[src/hw/shp_defines.svh]
`ifndef SHP_DEFINES_SVH
`define SHP_DEFINES_SVH
// receive clock factor codes
`define SHP_CLK_X1 2'h0
`define SHP_CLK_X16 2'h1
`define SHP_CLK_X32 2'h2
`define SHP_CLK_X64 2'h3
// receive mode codes
`define SHP_MODE_ASYNC 2'h0
`define SHP_MODE_EXTSYNC 2'h1
`define SHP_MODE_INTSYNC 2'h2
`define SHP_MODE_FRAME 2'h3
// terminal-ready pin use
`define SHP_TR_LEVEL 2'h0
`define SHP_TR_GPO 2'h1
`define SHP_TR_DMA 2'h2
// multiplexed address field width
`define SHP_ADDR_W 8
// reset value of the wait/request function select (0 = wait)
`define SHP_WREQ_RST 1'b0
`endif

[src/hw/shp_pkg.sv]
package shp_pkg;
  // per-channel configuration
  typedef struct packed {
    logic auto_en;
    logic sync_mode;
    logic [1:0] rx_mode;
    logic [1:0] clk_factor;
    logic xtal_sel;
    logic rts_bit;
    logic tr_bit;
    logic [1:0] tr_use;
    logic gpo;
    logic dma_req;
    logic wreq_is_dma;
    logic wreq_level;
  } shp_chan_cfg_s;
  // per-channel modem pin inputs, active low
  typedef struct packed {
    logic cts_n;
    logic dcd_n;
    logic sync_n;
  } shp_modem_in_s;
  // per-channel status toward the core
  typedef struct packed {
    logic tx_enable;
    logic rx_enable;
    logic cts_edge;
    logic dcd_edge;
    logic sync_hunt;
    logic cts_lvl;
    logic dcd_lvl;
    logic start_assembly;
    logic rx_sample;
  } shp_chan_stat_s;
  // host access decoded to the core
  typedef struct packed {
    logic wr;
    logic rd;
    logic is_data;
    logic chan_b;
    logic [7:0] addr;
    logic [7:0] wdata;
  } shp_access_s;
  typedef enum logic [2:0] {
    SHP_IDLE = 3'b001,
    SHP_ADDR = 3'b010,
    SHP_DATA = 3'b100
  } shp_bus_e;
endpackage

[src/hw/shp_host_port.sv]
`timescale 1ns/1ns
`include "shp_defines.svh"
module shp_host_port (
  // clocking
  input wire logic sys_clk_in,
  input wire logic sys_rst_in,
  input wire logic clk_en_in,
  // bus form select: 1 = multiplexed
  input wire logic muxed_mode_in,
  // non-multiplexed bus
  input wire logic chan_sel_in,
  input wire logic chip_en_n_in,
  input wire logic data_cmd_in,
  input wire logic rd_n_in,
  input wire logic wr_n_in,
  input wire logic [7:0] data_in,
  output logic [7:0] data_out,
  output logic data_oe_out,
  // multiplexed bus
  input wire logic addr_strobe_n_in,
  input wire logic data_strobe_n_in,
  input wire logic chip_sel_lo_n_in,
  input wire logic chip_sel_hi_in,
  input wire logic rd_wr_in,
  input wire logic [7:0] muxed_addr_data_in,
  // interrupt chain
  input wire logic chain_in,
  output logic chain_out,
  input wire logic irq_ack_n_in,
  input wire logic irq_pending_in,
  input wire logic irq_under_service_in,
  input wire logic [7:0] vector_in,
  output logic irq_n_out,
  output logic irq_n_oe_out,
  output logic ack_taken_out,
  // core access and read data
  output shp_pkg::shp_access_s access_out,
  input wire logic [7:0] rdata_in,
  output logic hw_reset_out,
  // wait/request per channel
  input wire logic [1:0] wreq_is_dma_in,
  input wire logic [1:0] wreq_level_in,
  output logic [1:0] wreq_out,
  output logic [1:0] wreq_oe_out,
  output logic [1:0] wreq_is_dma_out,
  // modem per channel
  input wire shp_pkg::shp_chan_cfg_s [1:0] cfg_in,
  input wire shp_pkg::shp_modem_in_s [1:0] modem_in,
  input wire logic [1:0] rx_clk_in,
  input wire logic [1:0] tx_empty_in,
  input wire logic [1:0] sync_hit_in,
  input wire logic [1:0] flag_hit_in,
  output shp_pkg::shp_chan_stat_s [1:0] stat_out,
  output logic [1:0] rts_n_out,
  output logic [1:0] tr_n_out,
  output logic [1:0] sync_out,
  output logic [1:0] sync_oe_out
);
  ////////////////////////////////////////////////////////////////////////////
  // synchronisers: strobes, selects, ack, modem pins, rx clocks
  localparam int NS = 10;
  localparam int NM = 8;
  logic [NS-1:0] strb_raw, strb_s;
  logic [NM-1:0] mdm_raw, mdm_s;
  assign strb_raw = {chain_in, irq_ack_n_in, rd_wr_in, chip_sel_hi_in,
      chip_sel_lo_n_in, data_strobe_n_in, addr_strobe_n_in, wr_n_in,
      rd_n_in, chip_en_n_in};
  assign mdm_raw = {rx_clk_in, modem_in[1], modem_in[0]};
  shp_sync2 #(.W(NS)) u_sync_bus (
    .sys_clk_in(sys_clk_in),
    .sys_rst_in(sys_rst_in),
    .clk_en_in(clk_en_in),
    .d_in(strb_raw),
    .rst_val_in({NS{1'b1}}),
    .q_out(strb_s)
  );
  shp_sync2 #(.W(NM)) u_sync_mdm (
    .sys_clk_in(sys_clk_in),
    .sys_rst_in(sys_rst_in),
    .clk_en_in(clk_en_in),
    .d_in(mdm_raw),
    .rst_val_in({NM{1'b1}}),
    .q_out(mdm_s)
  );
  logic ce_n, rd_n, wr_n, as_n, ds_n, cs0_n, cs1, rw, ack_n, chain;
  assign {chain, ack_n, rw, cs1, cs0_n, ds_n, as_n, wr_n, rd_n, ce_n} =
      strb_s;
  // data lines are sampled only when strobes are already stable
  ////////////////////////////////////////////////////////////////////////////
  // strobe edge tracking
  logic rd_n_d, wr_n_d, as_n_d, ds_n_d;
  always_ff @(posedge sys_clk_in or posedge sys_rst_in) begin
    if (sys_rst_in) begin
      rd_n_d <= 1'b1;
      wr_n_d <= 1'b1;
      as_n_d <= 1'b1;
      ds_n_d <= 1'b1;
    end else if (clk_en_in) begin
      rd_n_d <= rd_n;
      wr_n_d <= wr_n;
      as_n_d <= as_n;
      ds_n_d <= ds_n;
    end
  end
  // both forms' reset coincidences
  always_comb begin
    if (muxed_mode_in) begin
      hw_reset_out = !as_n && !ds_n;
    end else begin
      hw_reset_out = !rd_n && !wr_n;
    end
  end
  ////////////////////////////////////////////////////////////////////////////
  // multiplexed address phase
  logic [`SHP_ADDR_W-1:0] addr_lat;
  logic cs0_lat;
  shp_pkg::shp_bus_e bus_st;
  always_ff @(posedge sys_clk_in or posedge sys_rst_in) begin
    if (sys_rst_in) begin
      addr_lat <= 8'h00;
      cs0_lat <= 1'b0;
    end else if (clk_en_in && as_n && !as_n_d) begin
      addr_lat <= muxed_addr_data_in;
      cs0_lat <= !cs0_n;
    end
  end
  always_ff @(posedge sys_clk_in or posedge sys_rst_in) begin
    if (sys_rst_in) begin
      bus_st <= shp_pkg::SHP_IDLE;
    end else if (clk_en_in) begin
      unique case (bus_st)
        shp_pkg::SHP_IDLE: if (!as_n) bus_st <= shp_pkg::SHP_ADDR;
        shp_pkg::SHP_ADDR: if (as_n) bus_st <= shp_pkg::SHP_DATA;
        shp_pkg::SHP_DATA: if (!ds_n_d && ds_n) bus_st <= shp_pkg::SHP_IDLE;
        default: bus_st <= shp_pkg::SHP_IDLE;
      endcase
    end
  end
  logic mux_sel, plain_sel, sel;
  // the second select is the host's to hold; dropping it aborts the access
  assign mux_sel = (bus_st == shp_pkg::SHP_DATA) && cs0_lat && cs1;
  assign plain_sel = !ce_n;
  assign sel = muxed_mode_in ? mux_sel : plain_sel;
  ////////////////////////////////////////////////////////////////////////////
  // access pulses to the core, on the strobe's leading edge
  logic rd_go, wr_go, rd_act;
  always_comb begin
    if (muxed_mode_in) begin
      rd_act = !ds_n && rw;
      rd_go = !ds_n && ds_n_d && rw;
      wr_go = !ds_n && ds_n_d && !rw;
    end else begin
      rd_act = !rd_n;
      rd_go = !rd_n && rd_n_d;
      wr_go = !wr_n && wr_n_d;
    end
  end
  always_ff @(posedge sys_clk_in or posedge sys_rst_in) begin
    if (sys_rst_in) begin
      access_out <= '0;
    end else if (clk_en_in) begin
      access_out.rd <= rd_go && sel && ack_n && !hw_reset_out;
      access_out.wr <= wr_go && sel && ack_n && !hw_reset_out;
      access_out.is_data <= muxed_mode_in ? 1'b0 : data_cmd_in;
      access_out.chan_b <= muxed_mode_in ? addr_lat[0] : !chan_sel_in;
      access_out.addr <= muxed_mode_in ? addr_lat : 8'h00;
      access_out.wdata <= muxed_mode_in ? muxed_addr_data_in : data_in;
    end
  end
  ////////////////////////////////////////////////////////////////////////////
  // interrupt chain
  logic in_ack;
  assign in_ack = !ack_n;
  always_ff @(posedge sys_clk_in or posedge sys_rst_in) begin
    if (sys_rst_in) begin
      chain_out <= 1'b0;
    end else if (clk_en_in) begin
      // requesting only blocks the chain during acknowledge
      chain_out <= chain && !irq_under_service_in &&
          !(in_ack && irq_pending_in);
    end
  end
  assign irq_n_out = 1'b0;
  assign irq_n_oe_out = irq_pending_in && chain;
  assign ack_taken_out = in_ack && rd_act && rd_go && chain;
  ////////////////////////////////////////////////////////////////////////////
  // data bus drive
  always_ff @(posedge sys_clk_in or posedge sys_rst_in) begin
    if (sys_rst_in) begin
      data_out <= 8'h00;
      data_oe_out <= 1'b0;
    end else if (clk_en_in) begin
      if (in_ack && rd_act && chain) begin
        data_out <= vector_in;
        data_oe_out <= 1'b1;
      end else if (!in_ack && rd_act && sel && !hw_reset_out) begin
        data_out <= rdata_in;
        data_oe_out <= 1'b1;
      end else begin
        data_oe_out <= 1'b0;
      end
    end
  end
  ////////////////////////////////////////////////////////////////////////////
  // wait/request pins and modem channels
  genvar c;
  generate
    for (c = 0; c < 2; c++) begin : g_ch
      logic dma_sel;
      always_ff @(posedge sys_clk_in or posedge sys_rst_in) begin
        if (sys_rst_in) begin
          dma_sel <= `SHP_WREQ_RST;
        end else if (clk_en_in) begin
          dma_sel <= wreq_is_dma_in[c];
        end
      end
      assign wreq_is_dma_out[c] = dma_sel;
      // wait only pulls low; request drives both levels
      assign wreq_out[c] = dma_sel ? ~wreq_level_in[c] : 1'b0;
      assign wreq_oe_out[c] = dma_sel | wreq_level_in[c];
      shp_modem_chan u_chan (
        .sys_clk_in(sys_clk_in),
        .sys_rst_in(sys_rst_in),
        .clk_en_in(clk_en_in),
        .cfg_in(cfg_in[c]),
        .pins_in(mdm_s[3*c +: 3]),
        .rx_clk_in(mdm_s[6+c]),
        .tx_empty_in(tx_empty_in[c]),
        .sync_hit_in(sync_hit_in[c]),
        .flag_hit_in(flag_hit_in[c]),
        .stat_out(stat_out[c]),
        .rts_n_out(rts_n_out[c]),
        .tr_n_out(tr_n_out[c]),
        .sync_out(sync_out[c]),
        .sync_oe_out(sync_oe_out[c])
      );
    end
  endgenerate
  // is the far side's duty; assembly start relies on it
endmodule

[src/hw/shp_modem_chan.sv]
`timescale 1ns/1ns
`include "shp_defines.svh"
module shp_modem_chan (
  // clocking
  input wire logic sys_clk_in,
  input wire logic sys_rst_in,
  input wire logic clk_en_in,
  // config and pins (pins already synchronised)
  input wire shp_pkg::shp_chan_cfg_s cfg_in,
  input wire shp_pkg::shp_modem_in_s pins_in,
  input wire logic rx_clk_in,
  input wire logic tx_empty_in,
  input wire logic sync_hit_in,
  input wire logic flag_hit_in,
  // outputs
  output shp_pkg::shp_chan_stat_s stat_out,
  output logic rts_n_out,
  output logic tr_n_out,
  output logic sync_out,
  output logic sync_oe_out
);
  logic cts_d, dcd_d, sync_d, rxc_d, rts_n;
  logic [5:0] div;
  logic rx_rise;
  assign rx_rise = rx_clk_in & ~rxc_d;
  always_ff @(posedge sys_clk_in or posedge sys_rst_in) begin
    if (sys_rst_in) begin
      cts_d <= 1'b1;
      dcd_d <= 1'b1;
      sync_d <= 1'b1;
      // matches the synchroniser's reset level, so no false rise
      rxc_d <= 1'b1;
    end else if (clk_en_in) begin
      cts_d <= pins_in.cts_n;
      dcd_d <= pins_in.dcd_n;
      sync_d <= pins_in.sync_n;
      rxc_d <= rx_clk_in;
    end
  end
  // rx clock prescale by the chosen factor
  always_ff @(posedge sys_clk_in or posedge sys_rst_in) begin
    if (sys_rst_in) begin
      div <= 6'h00;
    end else if (clk_en_in && rx_rise) begin
      div <= div + 6'h01;
    end
  end
  always_comb begin
    unique case (cfg_in.clk_factor)
      `SHP_CLK_X1: stat_out.rx_sample = rx_rise;
      `SHP_CLK_X16: stat_out.rx_sample = rx_rise && div[3:0] == 4'hf;
      `SHP_CLK_X32: stat_out.rx_sample = rx_rise && div[4:0] == 5'h1f;
      `SHP_CLK_X64: stat_out.rx_sample = rx_rise && div == 6'h3f;
    endcase
  end
  // pulses in either direction are reported
  assign stat_out.cts_edge = cts_d ^ pins_in.cts_n;
  assign stat_out.dcd_edge = dcd_d ^ pins_in.dcd_n;
  assign stat_out.cts_lvl = ~pins_in.cts_n;
  assign stat_out.dcd_lvl = ~pins_in.dcd_n;
  assign stat_out.tx_enable = ~cfg_in.auto_en | ~pins_in.cts_n;
  assign stat_out.rx_enable = ~cfg_in.auto_en | ~pins_in.dcd_n;
  // async mode: sync pin only steers the hunt bit
  assign stat_out.sync_hunt = (cfg_in.rx_mode == `SHP_MODE_ASYNC) &&
      !cfg_in.xtal_sel && !pins_in.sync_n;
  // ext sync: assembly starts in the cycle the synchronised sync pin first reads low
  assign stat_out.start_assembly = (cfg_in.rx_mode == `SHP_MODE_EXTSYNC) &&
      sync_d && !pins_in.sync_n;
  always_comb begin
    sync_oe_out = 1'b0;
    sync_out = 1'b1;
    if (!cfg_in.xtal_sel) begin
      if (cfg_in.rx_mode == `SHP_MODE_INTSYNC) begin
        sync_oe_out = 1'b1;
        sync_out = ~sync_hit_in;
      end else if (cfg_in.rx_mode == `SHP_MODE_FRAME) begin
        sync_oe_out = 1'b1;
        sync_out = ~flag_hit_in;
      end
    end
  end
  // rts: async auto mode waits for the transmitter to drain
  always_ff @(posedge sys_clk_in or posedge sys_rst_in) begin
    if (sys_rst_in) begin
      rts_n <= 1'b1;
    end else if (clk_en_in) begin
      if (cfg_in.rts_bit || cfg_in.sync_mode || !cfg_in.auto_en) begin
        rts_n <= ~cfg_in.rts_bit;
      end else if (tx_empty_in) begin
        rts_n <= 1'b1;
      end
    end
  end
  assign rts_n_out = rts_n;
  always_ff @(posedge sys_clk_in or posedge sys_rst_in) begin
    if (sys_rst_in) begin
      tr_n_out <= 1'b1;
    end else if (clk_en_in) begin
      unique case (cfg_in.tr_use)
        `SHP_TR_GPO: tr_n_out <= ~cfg_in.gpo;
        `SHP_TR_DMA: tr_n_out <= ~cfg_in.dma_req;
        default: tr_n_out <= ~cfg_in.tr_bit;
      endcase
    end
  end
endmodule

[src/hw/shp_sync2.sv]
`timescale 1ns/1ns
module shp_sync2 #(
  parameter int W = 1
) (
  // clocking
  input wire logic sys_clk_in,
  input wire logic sys_rst_in,
  input wire logic clk_en_in,
  // data
  input wire logic [W-1:0] d_in,
  input wire logic [W-1:0] rst_val_in,
  output logic [W-1:0] q_out
);
  logic [W-1:0] meta;
  // reset value is always 1 for every bit; the rst_val_in port is unused
  genvar i;
  generate
    for (i = 0; i < W; i++) begin : g_bit
      always_ff @(posedge sys_clk_in or posedge sys_rst_in) begin
        if (sys_rst_in) begin
          meta[i] <= 1'b1;
          q_out[i] <= 1'b1;
        end else if (clk_en_in) begin
          meta[i] <= d_in[i];
          q_out[i] <= meta[i];
        end
      end
    end
  endgenerate
  logic unused_rst;
  assign unused_rst = |rst_val_in;
endmodule

[config.mk]
export PLATFORM = sky130hd
export DESIGN_NAME = shp_host_port
export DESIGN_NICKNAME = d
export VERILOG_FILES = /design/src/hw/shp_pkg.sv /design/src/hw/shp_host_port.sv /design/src/hw/shp_modem_chan.sv /design/src/hw/shp_sync2.sv
export VERILOG_INCLUDE_DIRS = /design/src /design/src/hw
export SDC_FILE = /design/constraint.sdc
export NUM_CORES = 1
export LEC_CHECK = 0
export ABC_AREA = 1
export BUFFER_PORTS_ARGS = -buffer_cell sky130_fd_sc_hd__clkbuf_2
export CAP_MARGIN = 10
export CORE_AREA = 5 5 108 110
export CTS_CLUSTER_DIAMETER = 120
export DETAILED_ROUTE_END_ITERATION = 8
export DIE_AREA = 0 0 113 115
export PLACE_DENSITY = 0.85
export SLEW_MARGIN = 20
export SYNTH_ARGS = -nofsm -noshare
export SYNTH_HDL_FRONTEND = slang
export SYNTH_HIERARCHICAL = 1
export SYNTH_SLANG_ARGS = --single-unit
[constraint.sdc]
create_clock -name sys_clk_in -period 2.1 [get_ports sys_clk_in]
set_input_delay 0.105 -clock sys_clk_in [delete_from_list [all_inputs] [get_ports sys_clk_in]]
set_output_delay 0.105 -clock sys_clk_in [all_outputs]
set_load 0.01 [all_outputs]
Yosys cells after proc, flatten, opt, wreduce, memory -nomap -nowiden
Cells that the tools add are included.
{"block": "classes", "n_addsub": 2, "n_bitwise": 34, "n_mux": 39, "n_reduce_logical": 81, "eq_ne": 28}
{"operator": "logical AND 1 bit", "count": 46}
{"operator": "2-to-1 mux 8 bit", "count": 4}
{"operator": "2-to-1 mux 1 bit", "count": 27}
{"operator": "NOT 1 bit", "count": 22}
{"operator": "== test 2 bit, second input constant", "count": 10}
{"operator": "logical NOT 1 bit", "count": 20}
{"operator": "adder 6 x 1 -> 6 bit, second input constant", "count": 2}
{"operator": "== test 2 x 1 -> 1 bit, second input constant", "count": 6}
{"operator": "== test 6 bit, second input constant", "count": 2}
{"operator": "== test 5 bit, second input constant", "count": 2}
{"operator": "2-to-1 mux 3 bit", "count": 3}
{"operator": "one-hot mux 3 bit (3 select lines)", "count": 1}
{"operator": "== test 4 bit, second input constant", "count": 2}
{"operator": "logical NOT 2 bit", "count": 4}
{"operator": "one-hot mux 1 bit (4 select lines)", "count": 2}
{"operator": "OR 1 bit", "count": 6}
{"operator": "AND reduction 2 bit", "count": 3}
{"operator": "nonzero test 2 bit", "count": 3}
{"operator": "logical OR 1 bit", "count": 4}
{"operator": "inequality test 2 bit, second input constant", "count": 2}
{"operator": "one-hot mux 1 bit (2 select lines)", "count": 2}
{"operator": "AND reduction 4 bit", "count": 1}
{"operator": "XOR 1 bit", "count": 4}
{"operator": "== test 3 x 1 -> 1 bit, second input constant", "count": 1}
{"operator": "other kinds (4)", "count": 5}
{"block": "totals", "reg_bits": 108, "inputBits": 98, "elab_cells": 252, "output_inout_bits": 66}

Longest topological paths before layout
Gate-level depths: netlist of the first run.
{"block": "logic_depth", "ltp_word": 8, "mapped_depth": 10}

Modules after synthesis
Netlist of the first run, hierarchy kept.
{"mod": "shp_host_port", "seq_area_each_um2": 1207.4, "area_each_um2": 2267.2, "cells_each": 264, "instances": 1}
{"mod": "shp_modem_chan", "seq_area_each_um2": 307.8, "area_each_um2": 732.0, "cells_each": 97, "instances": 2}
{"mod": "shp_sync2 (u_sync_bus)", "seq_area_each_um2": 525.5, "area_each_um2": 795.8, "cells_each": 86, "instances": 1}
{"mod": "shp_sync2 (u_sync_mdm)", "seq_area_each_um2": 420.4, "area_each_um2": 664.4, "cells_each": 69, "instances": 1}

Least setup slack after synthesis of the first run
No wires, ideal clock.
{"block": "synth_timing", "path_type": "reg2reg", "startpoint": "register u_sync_bus.q_out[9]", "endpoint": "register data_out[0]", "path_slack_ps": 687, "t_required_ps": 1983, "n_path_buf": 0, "stages_incl_launch_ff": 8, "arrival_ps": 1296, "path_cell_list": "dfstp_2 inv_1 nor2_2 nand2_2 nand2_4 nand2_4 nand2_1 nand2_1"}
{"block": "synth_between", "elab_chain_cells": 3}
{"item": "start: declaration", "line_no": "shp_sync2.sv:12", "source": "output logic [W-1:0] q_out"}
{"item": "start signal: indexed assignment", "line_no": "shp_sync2.sv:25", "source": "q_out[i] <= meta[i];"}
{"item": "logical AND 1 bit *", "line_no": "shp_host_port.sv:193", "source": "if (in_ack && rd_act && chain) begin"}
{"item": "nonzero test 2 bit (no source line)"}
{"item": "AND reduction 2 bit (no source line)"}
{"item": "end signal: assignment", "line_no": "shp_host_port.sv:194", "source": "data_out <= vector_in;"}
{"item": "end signal: assignment", "line_no": "shp_host_port.sv:197", "source": "data_out <= rdata_in;"}
{"item": "end: declaration", "line_no": "shp_host_port.sv:17", "source": "output logic [7:0] data_out,"}
Mark *: on every way between the ends. The rest lies on a longest branch, timed or not.
A chain may end at the register's enable or synchronous reset.

==> flow_summary.toml, run 1 <==
[timing]
hold_viol = 0
tns_ns = 0
fin_crit_sh_pct = 88.77
endpoints_failing_setup = 0
post_route_worst_hold_slack_ns = 0.01835
worstMarginPinSlew_ns = 0.7242
unrepaired_setup_endpoints_after_global_routing = "false"
slew-limit-headroom_pct = 51.67
min_period_ns = 1.864
maxSlewViolCount = 0
fin_skew_ns = 0.01552
setup_ws_ns = 0.2357
max_clock_freq_mhz = 536.4

[floorplan]
fp.coreArea_um2 = 10600
fp.dieArea_um2 = 13000
core.rowCount = 38
horizontal_extent_of_the_die_um = 113
io_pins = 164
die_h_um = 115
initial_core_util_pct = 48.93

[layout]
fillCellCount = 876
finish.net_count = 908
share_of_final_layout_standard_cells_stronger_than_drive_strength_1_pct = 32.59
area.growth.synth_to_final_pct = 26.99
finalNonFillerCells = 947
insertedDiodeCount = 0

[routing]
remaining_drc_errors = 0
detail_route.wirelength_um = 12440
wl_per_cell_um = 13.13
detailedRoute.firstPassIterationCount = 4
dr_total_vias = 4601
post_drt_via_cell_ratio = 4.859
detailedRoute.firstIterationViolations = 312
postRouteAntennaNets = 0

[setup_path]
timing.critical_path.from = "g_ch[1].u_chan/div[1]"
timing.rr.start = "u_sync_bus/q_out[7]"
rr_worst_depth = 7
cp-start-kind = "flop"
timing.critical_path.to_type = "output port"
setup.reg_to_reg.worst_slack_ns = 0.62
timing.setup.critical_path_class = "flop to output port"
worst_ep_required_time_ns = 2.00
timing.critical_path.fanout_max = 4
timing.rr.end = "data_out[4]"
cp_data_arrival_time_ns = 1.76

[synthesis]
synthesis.yosys.warnings = 6
synth_area_um2 = 5187
synth.avg_cell_area_um2 = 8.476
synth_nets = 718
postSynthCellCount = 612

[global_routing]
globalRouteOverflowTotal = 0
vias_in_the_first_global_route = 4766
gr-usage-all-layers_pct = 19.45
antenna_found_initial = 0
grt_first_pass_wirelength_um = 21110
grt_max_degree = 49

[clock_tree]
clock_tree.root_cell = "sky130_fd_sc_hd__clkbuf_8"
cts_num_sinks = 108
clock_tree_from_tritoncts = "built"
cts_buf_count = 9
number_of_h_tree_levels = 3
clock_insertion_delay_worst_skew_ns = 0.36
clockBufferDepth = 2
worst_setup_hold_path_clk_slew_ns = 0.11

[place]
placed_cells_incl_taps = 896
place_hpwl_um = 8890
dp_worst_setup_slack_ns = 0.6173
place.port_buffers = 158
replace_congestion = 0.8227

[power]
power_leakage_nw = 3.525
power.density_cell_area_nw_per_um2 = 805.7
worst_ir_drop_vdd_uv = 351.7

[hold_path]
hold-path-cell-count = 6
holdCritStartpoint = "cfg_in[2]"
hp-class = "input pin to flop"
min_to = "g_ch[0].u_chan/tr_n_out"

[outcome]
run_status = "complete, no violations"

[job]
drv.max_cap_violation_count = 0
==> report_power, final <==
group / switching (mW) / internal, mW
logic: 0.743 / 0.557
clock network: 0.719 / 0.449
registers: 0.287 / 2.55
==> per-layer routing <==
layer	wire length, um	part of all wire (%)	track usage, %
met1	5313	43	24.66
met2	5963	48	33.21
met3	991	8.0	4.474
met4	167	1.3	6.250
met5	0	0	0
==> repair_timing <==
action                     4_1_cts  5_1_grt
gates resized for setup          0        0
hold endpoints to repair        88        0
setup endpoints to repair        0        0
hold buffers                    35        0
setup buffers                    0        0
==> state kept, by name (all words and copies together), names as in the netlist, 2 cells and up <==
name                   count
access_out                20
addr_lat                   8
bus_st                     3
data_out                   8
g_ch.dma_sel               2
g_ch.u_chan/cts_d          2
g_ch.u_chan/dcd_d          2
g_ch.u_chan/div           12
g_ch.u_chan/rts_n_out      2
g_ch.u_chan/rxc_d          2
g_ch.u_chan/sync_d         2
g_ch.u_chan/tr_n_out       2
u_sync_bus/meta           10
u_sync_bus/q_out          10
u_sync_mdm/meta            8
u_sync_mdm/q_out           8
==> worst max-delay path by stage <==
stage,end,slack (ns),cells past startpoint
2_1_floorplan,data_out[0],0.69,7
3_3_place_gp,data_out[1],0.64,7
3_5_place_dp,data_out[1],0.62,7
4_1_cts,stat_out[9],0.25,9
5_1_grt,stat_out[9],0.07,9
6_report,stat_out[9],0.24,9
==> per-stage QoR <==
| stage | utilization (%) | instance area, um^2 | power [mW] |
|---|---|---|---|
| 6_report | 62.13 | 6588 | 5.308 |
| 3_3_place_gp | 57.19 | 6063 | 4.060 |
| 4_1_cts | 62.13 | 6588 | 5.347 |
| 3_5_place_dp | 57.19 | 6063 | 4.116 |
| 2_1_floorplan | - | 5187 | 3.638 |
| 5_1_grt | 62.13 | 6588 | 5.672 |
==> layout by cell type (no fill, tap or decap), types with 3 or more instances in the layout <==
master and count:
sky130_fd_sc_hd__o21a_1 4, sky130_fd_sc_hd__inv_6 3, sky130_fd_sc_hd__a21oi_1 9, sky130_fd_sc_hd__clkbuf_8 9, sky130_fd_sc_hd__ha_1 8, sky130_fd_sc_hd__nor2_1 25
sky130_fd_sc_hd__nor4_1 4, sky130_fd_sc_hd__a22o_1 7, sky130_fd_sc_hd__dlygate4sd3_1 35, sky130_fd_sc_hd__nand3_2 3, sky130_fd_sc_hd__dfstp_2 53, sky130_fd_sc_hd__o211ai_1 8
sky130_fd_sc_hd__nand2_2 9, sky130_fd_sc_hd__nor3_1 3, sky130_fd_sc_hd__nand2_4 3, sky130_fd_sc_hd__dfrtp_1 55, sky130_fd_sc_hd__xor2_1 6, sky130_fd_sc_hd__nand2_1 234
sky130_fd_sc_hd__inv_1 64, sky130_fd_sc_hd__nor2_2 8, sky130_fd_sc_hd__nand3b_1 3, sky130_fd_sc_hd__o21ai_0 25, sky130_fd_sc_hd__buf_4 8, sky130_fd_sc_hd__clkbuf_2 157
sky130_fd_sc_hd__nand3_1 39, sky130_fd_sc_hd__inv_2 3
==> layout make-up <==
class                      count  area, um^2  area share, %
tap                          140       175.2          2.659
clock buffer                  11       131.4          1.994
timing repair buffer         200        1196          18.16
sequential                   108        2769          42.03
inverter                      69       266.5          4.046
clock inverter                 5       42.54         0.6458
multi-input combinational    414        2007          30.47
==> worst max-delay path, stage by stage (launching register included) <==
cell and delay, ns:
sky130_fd_sc_hd__dfrtp_1 0.42, sky130_fd_sc_hd__ha_1 0.20, sky130_fd_sc_hd__nand2_1 0.07, sky130_fd_sc_hd__nor2_2 0.11
sky130_fd_sc_hd__ha_1 0.16, sky130_fd_sc_hd__nor2_1 0.05, sky130_fd_sc_hd__nand2_1 0.06, sky130_fd_sc_hd__nand3_1 0.06
sky130_fd_sc_hd__a21oi_1 0.12, sky130_fd_sc_hd__clkbuf_2 0.15
(Power assumes the default switching activity.)
==> inputs of run 2 (changes only) <==
--- a/config.mk
+++ b/config.mk
@@ -9,11 +9,11 @@
 export ABC_AREA = 1
 export BUFFER_PORTS_ARGS = -buffer_cell sky130_fd_sc_hd__clkbuf_2
 export CAP_MARGIN = 10
-export CORE_AREA = 5 5 108 110
+export CORE_AREA = 5 5 144 91
 export CTS_CLUSTER_DIAMETER = 120
 export DETAILED_ROUTE_END_ITERATION = 8
-export DIE_AREA = 0 0 113 115
-export PLACE_DENSITY = 0.85
+export DIE_AREA = 0 0 149 96
+export PLACE_DENSITY = 0.82
 export SLEW_MARGIN = 20
 export SYNTH_ARGS = -nofsm -noshare
 export SYNTH_HDL_FRONTEND = slang
==> constraint.sdc (replaced) <==
create_clock -name sys_clk_in -period 1.7 [get_ports sys_clk_in]
set_input_delay 0.085 -clock sys_clk_in [delete_from_list [all_inputs] [get_ports sys_clk_in]]
set_output_delay 0.085 -clock sys_clk_in [all_outputs]
set_load 0.01 [all_outputs]
==> flow_summary.toml, run 2 (same netlist as run 1, synthesis figures left out) <==
[place]
replace_congestion = 0.8207
place.port_buffers = 158
place_hpwl_um = 9381
post_dp_cell_area_um2 = 6135
dp_worst_setup_slack_ns = 0.2104

[power]
total_switching_power_mw = 2.243
power.density_cell_area_nw_per_um2 = 1072
share_comb_of_total_power_pct = 24.3
seq_power_share_pct = 47.7
p_int_mw = 5.099
power_leakage_nw = 3.637
power.share.clock_pct = 28.0
worst_ir_drop_vdd_uv = 532.0
switching_share_pct = 30.55

[hold_path]
holdCritStartpoint = "data_in[1]"
hp-class = "input pin to flop"

[layout]
postLayoutCoreUtil_pct = 58.48
finish.net_count = 915
top_register = "access_out"
layout_commonest_cell = "sky130_fd_sc_hd__nand2_1"
mostFrequentLayoutCells = "sky130_fd_sc_hd__nand2_1, sky130_fd_sc_hd__clkbuf_2, sky130_fd_sc_hd__inv_1, sky130_fd_sc_hd__dfrtp_1, sky130_fd_sc_hd__dfstp_2"
share_of_final_layout_standard_cells_stronger_than_drive_strength_1_pct = 34.64
fillCellCount = 1080
area.growth.synth_to_final_pct = 32.05
largest_reg_flops = 20
final_area_um2 = 6850
reg_top3 = "access_out: 20 flops, g_ch.u_chan/div: 12 flops"
insertedDiodeCount = 0

[clock_tree]
number_of_h_tree_levels = 3
clock_tree_from_tritoncts = "built"
clock_insertion_delay_worst_skew_ns = 0.34
cts_num_sinks = 108
clockBufferDepth = 2
clock_tree.root_cell = "sky130_fd_sc_hd__clkbuf_16"
cts_buf_count = 9
worst_setup_hold_path_clk_slew_ns = 0.07

[setup_path]
timing.setup.critical_path_class = "flop to output port"
timing.rr.start = "u_sync_bus/q_out[4]"
cp-start-kind = "flop"
setup.reg_to_reg.worst_slack_ns = 0.23
timing.critical_path.to_type = "output port"
timing.critical_path.from = "g_ch[1].u_chan/div[1]"
timing.critical_path.fanout_max = 2
worst_ep_required_time_ns = 1.62
setup.worst_path.end = "stat_out[9]"
rr_worst_depth = 9
timing.rr.end = "data_out[0]"
cp_data_arrival_time_ns = 1.72

[floorplan]
horizontal_extent_of_the_die_um = 149
fp.dieArea_um2 = 14300
io_pins = 164
core.rowCount = 31
initial_core_util_pct = 44.29
fp.coreArea_um2 = 11710
die_h_um = 96

[job]
drv.max_cap_violation_count = 0

[global_routing]
vias_in_the_first_global_route = 4587
grt_max_degree = 49
grt_first_pass_wirelength_um = 21160
globalRouteOverflowTotal = 0
gr-usage-all-layers_pct = 18.22
antenna_found_initial = 0

[routing]
wl_per_cell_um = 13.18
dr_total_vias = 4579
detail_route.wirelength_um = 12910
post_drt_via_cell_ratio = 4.677
detailedRoute.firstIterationViolations = 188
remaining_drc_errors = 0
detailedRoute.firstPassIterationCount = 4
postRouteAntennaNets = 0

[timing]
fin_skew_ns = 0.01117
max_clock_freq_mhz = 554.1
worstMarginPinSlew_ns = 0.7276
maxSlewViolCount = 0
hold_viol = 0
post_route_worst_hold_slack_ns = 0.01159
unrepaired_setup_endpoints_after_global_routing = "true"
min_period_ns = 1.805
fin_crit_sh_pct = 106.2
endpoints_failing_setup = 2
slew-limit-headroom_pct = 51.44
tns_ns = -0.1050
setup_ws_ns = -0.1046

[outcome]
failing_checks = "negative setup slack"
run_status = "finished with violations"
## run 2: cell count changes in the layout (fill, tap and decap cells not counted), moves of 3 or more
cell,previous run,this run
sky130_fd_sc_hd__buf_4,8,16
sky130_fd_sc_hd__ha_2,0,3
sky130_fd_sc_hd__dlygate4sd3_1,35,32
sky130_fd_sc_hd__clkbuf_16,0,9
sky130_fd_sc_hd__ha_1,8,5
sky130_fd_sc_hd__clkbuf_8,9,0
## run 2: cell type report
class                      instances  area (um^2)  area share, %
sequential                       108         2769          40.42
multi-input combinational        414         2052          29.95
timing repair buffer             207         1266          18.48
inverter                          69        266.5          3.890
clock buffer                      10        229.0          3.342
tap                              165        206.4          3.014
clock inverter                     6        61.31         0.8950
## run 2: worst min path at each step
| stage | end | slack (ns) | depth (start not counted) |
|---|---|---|---|
| after floorplan | g_ch[0].u_chan/div[0] | -0.05 | 1 |
| after global placement | g_ch[0].u_chan/div[3] | 0.19 | 2 |
| after detailed placement | g_ch[1].u_chan/div[2] | 0.20 | 2 |
| after CTS | access_out[1] | 0.003 | 3 |
| after global routing | access_out[3] | 0.01 | 3 |
| final | access_out[1] | 0.01 | 3 |
## run 2: per-layer routing
layer | vias up | wire length (um) | track usage, %
met5 | - | 0 | 0
met4 | 0 | 131 | 4.874
met3 | 11 | 750 | 4.376
met2 | 126 | 5921 | 28.85
met1 | 2134 | 6103 | 25.37
li1 | 2308 | - | -
## run 2: critical path: stages (launching register included)
cell                      delay [ns]
sky130_fd_sc_hd__dfrtp_1        0.37
sky130_fd_sc_hd__ha_2           0.20
sky130_fd_sc_hd__nand2_2        0.07
sky130_fd_sc_hd__nor2_4         0.12
sky130_fd_sc_hd__ha_2           0.18
sky130_fd_sc_hd__nor2_2         0.03
sky130_fd_sc_hd__nand2_1        0.07
sky130_fd_sc_hd__nand3_2        0.07
sky130_fd_sc_hd__a21oi_2        0.12
sky130_fd_sc_hd__buf_2          0.15
## run 2: timing repair
| item | CTS | global route |
|---|---|---|
| endpoints found under the hold margin | 87 | 0 |
| pin swaps | 0 | 6 |
| hold buffers | 32 | 0 |
| resized for setup | 3 | 11 |
| buffers inserted | 5 | 3 |
| setup endpoints to repair | 3 | 3 |
## run 2: power by group through the flow
stage | registers [mW] | logic [mW] | clock network, mW
6_report | 3.50 | 1.78 | 2.05
5_1_grt | 3.57 | 2.03 | 2.23
4_1_cts | 3.49 | 1.74 | 2.13
3_5_place_dp | 3.55 | 1.57 | 0
3_3_place_gp | 3.53 | 1.52 | 0
2_1_floorplan | 3.54 | 0.950 | 0
## run 2: stage by stage
step / std cells / power [mW]
2_1_floorplan: 612 / 4.494
3_3_place_gp: 923 / 5.052
3_5_place_dp: 923 / 5.119
4_1_cts: 976 / 7.362
5_1_grt: 979 / 7.831
6_report: 979 / 7.342
